==> src/vtx_pkg.sv <==
/*
  Package for the VT path trace and tandem connection overhead transmitter.
  Holds register offsets, field positions, reset values, codes and the
  packed carrier for one outbound multiframe's overhead bytes.
  Assumes a 32-bit APB master and a 12-bit byte address.
*/
package vtx_pkg;

  // ---------------------------------------------------------------
  // Register offsets (byte addresses)
  // ---------------------------------------------------------------
  localparam logic [11:0] VTX_OFF_CTRL = 12'h000;
  localparam logic [11:0] VTX_OFF_UNEQ = 12'h004;
  localparam logic [11:0] VTX_OFF_N2   = 12'h008;
  localparam logic [11:0] VTX_OFF_J2   = 12'h00C;
  localparam logic [11:0] VTX_OFF_STAT = 12'h010;
  localparam logic [11:0] VTX_OFF_IND  = 12'h014;
  localparam logic [11:0] VTX_OFF_BUF  = 12'h100;
  localparam logic [11:0] VTX_BUF_MASK = 12'hF03;

  // ---------------------------------------------------------------
  // Field positions and reset values
  // ---------------------------------------------------------------
  localparam int VTX_CTRL_TC_LSB  = 6;
  localparam int VTX_CTRL_INCOMING_ALARM_BIT    = 5;
  localparam int VTX_CTRL_LEN_LSB = 2;
  localparam int VTX_CTRL_SRC_LSB = 0;
  localparam int VTX_UNEQ_PAR     = 1;
  localparam int VTX_UNEQ_PLAIN   = 0;
  localparam int VTX_N2_INCOMING_ALARM_BIT_POS  = 4;
  localparam logic [7:0] VTX_RST_BYTE = 8'h00;
  localparam logic [7:0] VTX_CTRL_WMASK = 8'hEF;
  localparam logic [7:0] VTX_UNEQ_WMASK = 8'h03;

  // ---------------------------------------------------------------
  // Codes and fixed values
  // ---------------------------------------------------------------
  localparam logic [1:0] VTX_TC_OFF   = 2'h0;
  localparam logic [1:0] VTX_TC_MSG16 = 2'h1;
  localparam logic [1:0] VTX_TC_MSG1  = 2'h3;
  localparam logic [1:0] VTX_SRC_FIX  = 2'h0;
  localparam logic [1:0] VTX_SRC_BUF  = 2'h1;
  localparam logic [1:0] VTX_SRC_REG  = 2'h2;
  localparam logic [5:0] VTX_LEN1_MASK  = 6'h00;
  localparam logic [5:0] VTX_LEN16_MASK = 6'h0F;
  localparam logic [5:0] VTX_LEN64_MASK = 6'h3F;
  localparam logic [7:0] VTX_J2_FIXED   = 8'h01;
  localparam logic [15:0] VTX_TC_FAS    = 16'hFFFE;
  localparam logic [5:0] VTX_TC_SEG_BASE = 6'h30;
  localparam int VTX_FIFO_DEPTH = 16;

  // One outbound multiframe's overhead pair
  typedef struct packed {
    logic [7:0] j2;
    logic [7:0] n2;
  } vtx_oh_t;

endpackage : vtx_pkg

==> src/vtx_overhead_tx.sv <==
/*
  Transmit J2 path trace and N2 tandem connection overhead generator with
  APB register file, 64-byte trace buffer and a 16-word output FIFO.
  Assumes one clock (pclk), an APB master, and a downstream mapper that
  takes one overhead pair per outbound VT multiframe by valid/ready.
*/
`timescale 1ns/10ps

module vtx_fifo #(
  parameter int WIDTH = 16,
  parameter int DEPTH = 16
) (
  input  wire logic             pclk,
  input  wire logic             presetn,
  input  wire logic             in_valid,
  output logic                  in_ready,
  input  wire logic [WIDTH-1:0] in_data,
  output logic                  out_valid,
  input  wire logic             out_ready,
  output logic      [WIDTH-1:0] out_data
);
  localparam int AW = $clog2(DEPTH);

  logic [WIDTH-1:0] mem [DEPTH];
  logic [AW-1:0]    wr_ptr_q;
  logic [AW-1:0]    rd_ptr_q;
  logic [AW:0]      cnt_q;
  logic             push;
  logic             load;

  // Output stage is a register so the top sees flopped data
  assign in_ready = (cnt_q != DEPTH[AW:0]);
  assign push     = in_valid & in_ready;
  assign load     = (cnt_q != '0) & (~out_valid | out_ready);

  // Storage write
  always_ff @(posedge pclk)
  begin
    if (push)
    begin
      mem[wr_ptr_q] <= in_data;
    end
  end

  // Pointers and occupancy
  always_ff @(posedge pclk or negedge presetn)
  begin
    if (!presetn)
    begin
      wr_ptr_q <= '0;
      rd_ptr_q <= '0;
      cnt_q    <= '0;
    end
    else
    begin
      if (push)
      begin
        wr_ptr_q <= wr_ptr_q + 1'b1;
      end
      if (load)
      begin
        rd_ptr_q <= rd_ptr_q + 1'b1;
      end
      if (push && !load)
      begin
        cnt_q <= cnt_q + 1'b1;
      end
      else if (load && !push)
      begin
        cnt_q <= cnt_q - 1'b1;
      end
    end
  end

  // Output register; holds while downstream stalls
  always_ff @(posedge pclk or negedge presetn)
  begin
    if (!presetn)
    begin
      out_valid <= 1'b0;
      out_data  <= '0;
    end
    else if (load)
    begin
      out_valid <= 1'b1;
      out_data  <= mem[rd_ptr_q];
    end
    else if (out_ready)
    begin
      out_valid <= 1'b0;
    end
  end
endmodule : vtx_fifo

module vtx_overhead_tx (
  input  wire logic           pclk,
  input  wire logic           presetn,
  input  wire logic           psel,
  input  wire logic           penable,
  input  wire logic           pwrite,
  input  wire logic [11:0]    paddr,
  input  wire logic [31:0]    pwdata,
  output logic      [31:0]    prdata,
  output logic                pready,
  output logic                pslverr,
  output logic                oh_valid,
  input  wire logic           oh_ready,
  output vtx_pkg::vtx_oh_t    oh_data
);
  // ---------------------------------------------------------------
  // Register file
  // ---------------------------------------------------------------
  logic [7:0]  ctrl_q;
  logic [7:0]  uneq_q;
  logic [7:0]  n2val_q;
  logic [7:0]  j2val_q;
  logic [1:0]  ind_q;
  logic [7:0]  tbuf [64];
  logic        wr_en;
  logic        setup;
  logic [5:0]  bidx;

  function automatic logic f_is_buf(input logic [11:0] a);
    f_is_buf = ((a & vtx_pkg::VTX_BUF_MASK) == vtx_pkg::VTX_OFF_BUF);
  endfunction : f_is_buf

  function automatic logic f_is_reg(input logic [11:0] a);
    f_is_reg = (a == vtx_pkg::VTX_OFF_CTRL) || (a == vtx_pkg::VTX_OFF_UNEQ)
            || (a == vtx_pkg::VTX_OFF_N2) || (a == vtx_pkg::VTX_OFF_J2)
            || (a == vtx_pkg::VTX_OFF_STAT) || (a == vtx_pkg::VTX_OFF_IND);
  endfunction : f_is_reg

  assign setup = psel & ~penable;
  assign wr_en = psel & penable & pready & pwrite;
  assign bidx  = paddr[7:2];

  // Writes land only at the completing access edge
  always_ff @(posedge pclk or negedge presetn)
  begin
    if (!presetn)
    begin
      ctrl_q  <= vtx_pkg::VTX_RST_BYTE;
      uneq_q  <= vtx_pkg::VTX_RST_BYTE;
      n2val_q <= vtx_pkg::VTX_RST_BYTE;
      j2val_q <= vtx_pkg::VTX_RST_BYTE;
      ind_q   <= 2'h0;
    end
    else if (wr_en)
    begin
      case (paddr)
        vtx_pkg::VTX_OFF_CTRL:
          ctrl_q <= pwdata[7:0] & vtx_pkg::VTX_CTRL_WMASK;
        vtx_pkg::VTX_OFF_UNEQ:
          uneq_q <= pwdata[7:0] & vtx_pkg::VTX_UNEQ_WMASK;
        vtx_pkg::VTX_OFF_N2:  n2val_q <= pwdata[7:0];
        vtx_pkg::VTX_OFF_J2:  j2val_q <= pwdata[7:0];
        vtx_pkg::VTX_OFF_IND: ind_q   <= pwdata[1:0];
        default:              ind_q   <= ind_q;
      endcase
    end
  end

  // Trace buffer; no reset, software loads it before use
  always_ff @(posedge pclk)
  begin
    if (wr_en && f_is_buf(paddr))
    begin
      tbuf[bidx] <= pwdata[7:0];
    end
  end

  // ---------------------------------------------------------------
  // Overhead generator
  // ---------------------------------------------------------------
  logic [1:0]  tc_mode;
  logic [1:0]  tr_len;
  logic [1:0]  tr_src;
  logic        incoming_alarm_bit;
  logic        tc_on;
  logic        uneq_par;
  logic        uneq_any;
  logic [5:0]  tr_mask;
  logic [5:0]  tr_idx_q;
  logic [3:0]  tc_slot_q;
  logic [3:0]  msg_idx_q;
  logic [1:0]  bip_q;
  logic [7:0]  msg_byte;
  logic        msg_bit;
  logic [7:0]  gen_j2;
  logic [7:0]  gen_n2;
  logic        gen_ready;
  logic        push;
  logic [7:0]  pair_x;

  assign tc_mode  = ctrl_q[vtx_pkg::VTX_CTRL_TC_LSB +: 2];
  assign tr_len   = ctrl_q[vtx_pkg::VTX_CTRL_LEN_LSB +: 2];
  assign tr_src   = ctrl_q[vtx_pkg::VTX_CTRL_SRC_LSB +: 2];
  assign incoming_alarm_bit     = ctrl_q[vtx_pkg::VTX_CTRL_INCOMING_ALARM_BIT];
  assign tc_on    = (tc_mode == vtx_pkg::VTX_TC_MSG16)
                 || (tc_mode == vtx_pkg::VTX_TC_MSG1);
  assign uneq_par = uneq_q[vtx_pkg::VTX_UNEQ_PAR];
  assign uneq_any = uneq_par | uneq_q[vtx_pkg::VTX_UNEQ_PLAIN];
  assign push     = gen_ready;  // Generator always has a frame ready
  assign pair_x   = gen_j2 ^ gen_n2;

  // Length select: 00 one byte, 01 sixteen, 1X sixty-four
  always_comb
  begin
    case (tr_len)
      2'h0:    tr_mask = vtx_pkg::VTX_LEN1_MASK;
      2'h1:    tr_mask = vtx_pkg::VTX_LEN16_MASK;
      default: tr_mask = vtx_pkg::VTX_LEN64_MASK;
    endcase
  end

  // Message byte: shared buffer segment or software N2 byte
  always_comb
  begin
    if (tc_mode == vtx_pkg::VTX_TC_MSG16)
    begin
      msg_byte = tbuf[vtx_pkg::VTX_TC_SEG_BASE | {2'h0, msg_idx_q}];
    end
    else
    begin
      msg_byte = n2val_q;
    end
    msg_bit = msg_byte[3'h7 - tc_slot_q[2:0]];
  end

  // J2 source select; code 11 is not to be used, falls back to fixed
  always_comb
  begin
    case (tr_src)
      vtx_pkg::VTX_SRC_BUF: gen_j2 = tbuf[tr_idx_q];
      vtx_pkg::VTX_SRC_REG: gen_j2 = j2val_q;
      default:              gen_j2 = vtx_pkg::VTX_J2_FIXED;
    endcase
  end

  // N2 assembly; whole frame built from one snapshot in one cycle
  always_comb
  begin
    if (uneq_any)
    begin
      // Unequipped: bit 5 low marks it; parity bit wins over plain
      gen_n2 = {uneq_par ? bip_q : 2'h0, 1'b0, 5'h00};
    end
    else if (tc_on)
    begin
      // BIP, fixed one, alarm, REI, ODI or RDI, alignment, message
      gen_n2 = {bip_q, 1'b1, 1'b0, 1'b0, ind_q[0] | ind_q[1],
                vtx_pkg::VTX_TC_FAS[4'hF - tc_slot_q], msg_bit};
    end
    else
    begin
      gen_n2 = n2val_q;
    end
    gen_n2[vtx_pkg::VTX_N2_INCOMING_ALARM_BIT_POS] = incoming_alarm_bit;
  end

  // Counters advance once per multiframe boundary
  always_ff @(posedge pclk or negedge presetn)
  begin
    if (!presetn)
    begin
      tr_idx_q  <= '0;
      tc_slot_q <= '0;
      msg_idx_q <= '0;
      bip_q     <= 2'h0;
    end
    else if (push)
    begin
      tr_idx_q <= (tr_idx_q + 1'b1) & tr_mask;
      bip_q    <= {^{pair_x[7], pair_x[5], pair_x[3], pair_x[1]},
                   ^{pair_x[6], pair_x[4], pair_x[2], pair_x[0]}};
      if (tc_on)
      begin
        tc_slot_q <= tc_slot_q + 1'b1;
        if (tc_slot_q[2:0] == 3'h7)
        begin
          msg_idx_q <= msg_idx_q + 1'b1;
        end
      end
      else
      begin
        tc_slot_q <= '0;
        msg_idx_q <= '0;
      end
    end
  end

  vtx_fifo #(
    .WIDTH (16),
    .DEPTH (vtx_pkg::VTX_FIFO_DEPTH)
  ) u_fifo (
    .pclk      (pclk),
    .presetn   (presetn),
    .in_valid  (1'b1),
    .in_ready  (gen_ready),
    .in_data   ({gen_j2, gen_n2}),
    .out_valid (oh_valid),
    .out_ready (oh_ready),
    .out_data  (oh_data)
  );

  // ---------------------------------------------------------------
  // APB answer: no wait states, flopped data and error
  // ---------------------------------------------------------------
  always_ff @(posedge pclk or negedge presetn)
  begin
    if (!presetn)
    begin
      pready  <= 1'b0;
      pslverr <= 1'b0;
      prdata  <= 32'h0000_0000;
    end
    else
    begin
      pready  <= setup;
      pslverr <= setup & ~f_is_reg(paddr) & ~f_is_buf(paddr);
      if (setup && !pwrite)
      begin
        if (f_is_buf(paddr))
        begin
          prdata <= {24'h00_0000, tbuf[bidx]};
        end
        else
        begin
          case (paddr)
            vtx_pkg::VTX_OFF_CTRL: prdata <= {24'h00_0000, ctrl_q};
            vtx_pkg::VTX_OFF_UNEQ: prdata <= {24'h00_0000, uneq_q};
            vtx_pkg::VTX_OFF_N2:   prdata <= {24'h00_0000, n2val_q};
            vtx_pkg::VTX_OFF_J2:   prdata <= {24'h00_0000, j2val_q};
            vtx_pkg::VTX_OFF_STAT:
              prdata <= {16'h0000, msg_idx_q, tc_slot_q, 2'h0, tr_idx_q};
            vtx_pkg::VTX_OFF_IND:  prdata <= {30'h0000_0000, ind_q};
            default:               prdata <= 32'h0000_0000;
          endcase
        end
      end
    end
  end
endmodule : vtx_overhead_tx

==> config.mk <==
export PLATFORM = sky130hd
export DESIGN_NAME = vtx_overhead_tx
export DESIGN_NICKNAME = d
export VERILOG_FILES = /design/src/vtx_pkg.sv /design/src/vtx_overhead_tx.sv
export SDC_FILE = /design/constraint.sdc
export NUM_CORES = 1
export LEC_CHECK = 0
export ABC_AREA = 1
export BUFFER_PORTS_ARGS = -buffer_cell sky130_fd_sc_hd__buf_4
export CORE_ASPECT_RATIO = 1.25
export CORE_MARGIN = 3
export CORE_UTILIZATION = 50
export DETAILED_ROUTE_END_ITERATION = 8
export MAX_ROUTING_LAYER = met4
export PLACE_DENSITY = 0.66
export SLEW_MARGIN = 20
export SYNTH_ARGS = -nofsm -noshare
export SYNTH_HDL_FRONTEND = slang
export SYNTH_HIERARCHICAL = 1
export SYNTH_SLANG_ARGS = --single-unit
==> constraint.sdc <==
create_clock -name pclk -period 3.07 [get_ports pclk]
set_input_delay 0.4605 -clock pclk [delete_from_list [all_inputs] [get_ports pclk]]
set_output_delay 0.4605 -clock pclk [all_outputs]
set_load 0.1 [all_outputs]
==> metrics.txt <==
grt total ovfl=0; via/cell ratio=5.94; Clk pwr share=35.1%; top-area cell type share of the netlist area=54.7%; crit-path max FO=40; asr flop ratio synth=a little over a tenth; critical path's top delay family=simple AND/OR/NAND/NOR gates; gp weighted congestion=0.950; Synth Flop Type=edfxtp_1; Synth cell types=55; Critical Path RT=3.35 ns; Buffers on Ports=60; Worst-path clk slew=around 0.070 ns; via count=33900; Fill cells=between 7000 and 8000; slowest stage cell, crit path=dfrtp_4; #FFs+latches synth=859; Slew @ Worst Pin=just under 0.9 ns; setup tns final=0 ns; status=completed; Top Layer Used=met4; Buf/Inv on CP=3; Metal-1 WL=48700 um; area of the mapped netlist=42100 um2; vias in the first global route=32200; Tmin final=approximately 2.9 ns; HPWL Detailed=about 86000 um; TritonCTS clock tree=yes; die width=266 um; Final Hold Fails=0; Die Y-Extent=331 um; WL/cell=about 24 um; FMAX=roughly 0.34 GHz; final worst path period share=96.0%; slack of the critical path=0.121 ns; # DRC=0; pin count of the biggest net entering global routing=around 130; most frequent CP cell=nand2_1; PD cells=628 nW/um2; leading cell type in the layout, fill and taps excluded=nand2_1; CTS Buf Count=87; GR Util All Layers=31.3%; worst min path class=in -> reg; net switching power=~9.3 mW; H-tree levels=3; num rows=118; Area growth syn-to-layout=13.6%; unrepaired setup endpoints after global routing=true; Met2 Wirelength=66700 um; CP cell instances=clkinv_2, buf_12, nand3_1, nand3_1, nand2_1, a21oi_1, nand2_1, nand3_1, nand2_1, nand2_1, nand2_2, nand2_2, clkinvlp_4; Pre-Repair DR Iteration Count=7; fraction of layout cells with a size suffix above 1=11.2%; slew margin rel.=~42%; fin nets=about 4600; number of synthesized flops with an enable pin=768; Starting Density=50.7%; Final Instance Area=47800 um2; P_int=between 20 and 25 mW; Avg Synthesized Cell Area=9.53 um2; Yosys top cell by area=edfxtp_1; Max Root-Sink Buffers=3; final max-slew violation count=0; most frequent cells in the layout=1162 x nand2_1, 768 x edfxtp_1, 487 x nand3_1; core area=83100 um2; Syn Inst Count=4419; crit path kind=reg -> reg; Critical Path End Type=flip-flop; Non-Filler Instances=between 5000 and 6000; Synth area leaders=edfxtp_1 55%, nand2_1 10%, nand3_1 5.8%; MaxCap Viol Count=0; Root Buffer=clkbuf_16; clk_skew=0.0370 ns; Skew-Pair Late Insertion Delay=0.67 ns; sw frac=31.0%; Worst setup SP type=flip-flop; Sink Count=between 800 and 900; sequential share of power=44.3%; first-pass GRT wire length=200000 um; I/O pin total=101; Logic pwr share=20.5%; endpoints failing setup=0; register area share after synthesis=60.2%; Place WS=-0.0160 ns; met3 routed wirelength=roughly 12000 um; P_leak=18.7 nW; initial DRC count=approximately 4000; Synth Warn #=6; Die Footprint=87800 um2; antenna violations before repair=1; placed cell area=around 45000 um2; delay of the slowest cell on the worst path=0.59 ns; Worst R2R Setup Slack=0.12 ns; Cells after DPL=5537; VDD IR-drop max=roughly 1.3 mV; Routed WL=136000 um; Post-DRT Antenna Nets=0; Worst EP arrival=3.23 ns
## power by group through the flow
stage / clock network, mW / registers [mW] / logic (mW)
after floorplan: 0 / 14.4 / 3.51
after global placement: 0 / 13.6 / 6.06
after detailed placement: 0 / 13.6 / 6.14
after CTS: 10.7 / 13.3 / 6.17
after global routing: 11.2 / 13.4 / 6.71
final: 10.6 / 13.3 / 6.17
## worst register-to-register path, cell delays in order (launching register included)
cell,delay [ns]
dfrtp_4,0.59
clkinv_2,0.18
buf_12,0.26
nand3_1,0.15
nand3_1,0.10
nand2_1,0.06
a21oi_1,0.22
nand2_1,0.18
nand3_1,0.20
nand2_1,0.08
nand2_1,0.07
nand2_2,0.07
nand2_2,0.11
clkinvlp_4,0.30
## sequential cells by signal, indices dropped and copies added (netlist names), 5 cells and up
signal / cells
u_fifo/cnt_q: 5
u_fifo/mem: 256
n2val_q: 8
u_fifo/out_data: 16
prdata: 16
ctrl_q: 7
tbuf: 512
j2val_q: 8
tr_idx_q: 6
## metrics by stage
stage / utilization, % / power (mW) / hold WS (ns)
6_report: 57.6 / 30.1 / 0.154
5_1_grt: 57.6 / 31.2 / 0.175
4_1_cts: 57.3 / 30.2 / 0.109
3_5_place_dp: 53.9 / 19.7 / 0.466
3_3_place_gp: 53.9 / 19.6 / 0.463
2_1_floorplan: - / 17.9 / 0.165
## synth_stat cells (all sizes together), types with 4 or more instances
cell type  instances
a2111oi            5
a211oi             4
a21oi            134
a221oi             8
a22oi            115
a2bb2oi            6
a311oi             4
a31oi             10
a41oi              7
buf              216
clkbuf            70
clkinv             7
dfrtp             91
edfxtp           768
ha                16
inv              437
nand2           1171
nand3            490
nand4             23
nor2             336
nor3              30
o2111ai           36
o211ai            87
o21ai            276
o22ai             22
o2bb2ai            8
o311ai             6
o31ai             11
xor2               6
## cell type report
cell class                 instances  area [um2]  area share (%)
sequential                       859       25400            53.0
inverter                         444        1690            3.53
timing repair buffer             321        3020            6.30
clock inverter                    45         448           0.936
multi-input combinational       2845       13600            28.5
antenna                            1        2.50         0.00523
tap                             1080        1350            2.82
clock buffer                     113        2350            4.91
## path summary, 6_finish.rpt
kind | from | end | depth (start not counted)
worst max-delay path | tr_idx_q[1]$_DFFE_PN0P_ | u_fifo/mem[12][10]$_DFFE_PP_ | 13
worst min-delay path | psel | pslverr$_DFF_PN0_ | 5
worst max register to register | tr_idx_q[1]$_DFFE_PN0P_ | u_fifo/mem[12][10]$_DFFE_PP_ | 13
worst min register to register | u_fifo/out_data[11]$_DFFE_PN0P_ | u_fifo/out_data[11]$_DFFE_PN0P_ | 2
max in group asynchronous | presetn | u_fifo/rd_ptr_q[0]$_DFFE_PN0P_ | 3
min in group asynchronous | presetn | u_fifo/out_valid$_DFFE_PN0P_ | 2
## what timing repair did
action,4_1_cts,5_1_grt
setup endpoints to repair,0,66
resized for setup,0,15
hold endpoints to repair,34,0
buffers inserted,0,6
hold buffers,3,0
## per-layer routing
layer	up-vias	GRT usage, %
met2	1921	52.2
met1	16100	36.9
met3	431	4.29
met5	-	-
met4	0	17.7
li1	15500	-
## kinds of logic after synthesis
family / count (synthesis) / share of synthesized area, %
simple gates: 2057 / 20.2
fa+ha+maj: 17 / 0.523
other cells: 2 / 0.0178
buf+inv: 730 / 7.88
flops: 859 / 60.2
compound gates: 745 / 11.0
xor+xnor: 9 / 0.187
No activity file was read; power rests on OpenSTA's default activity.
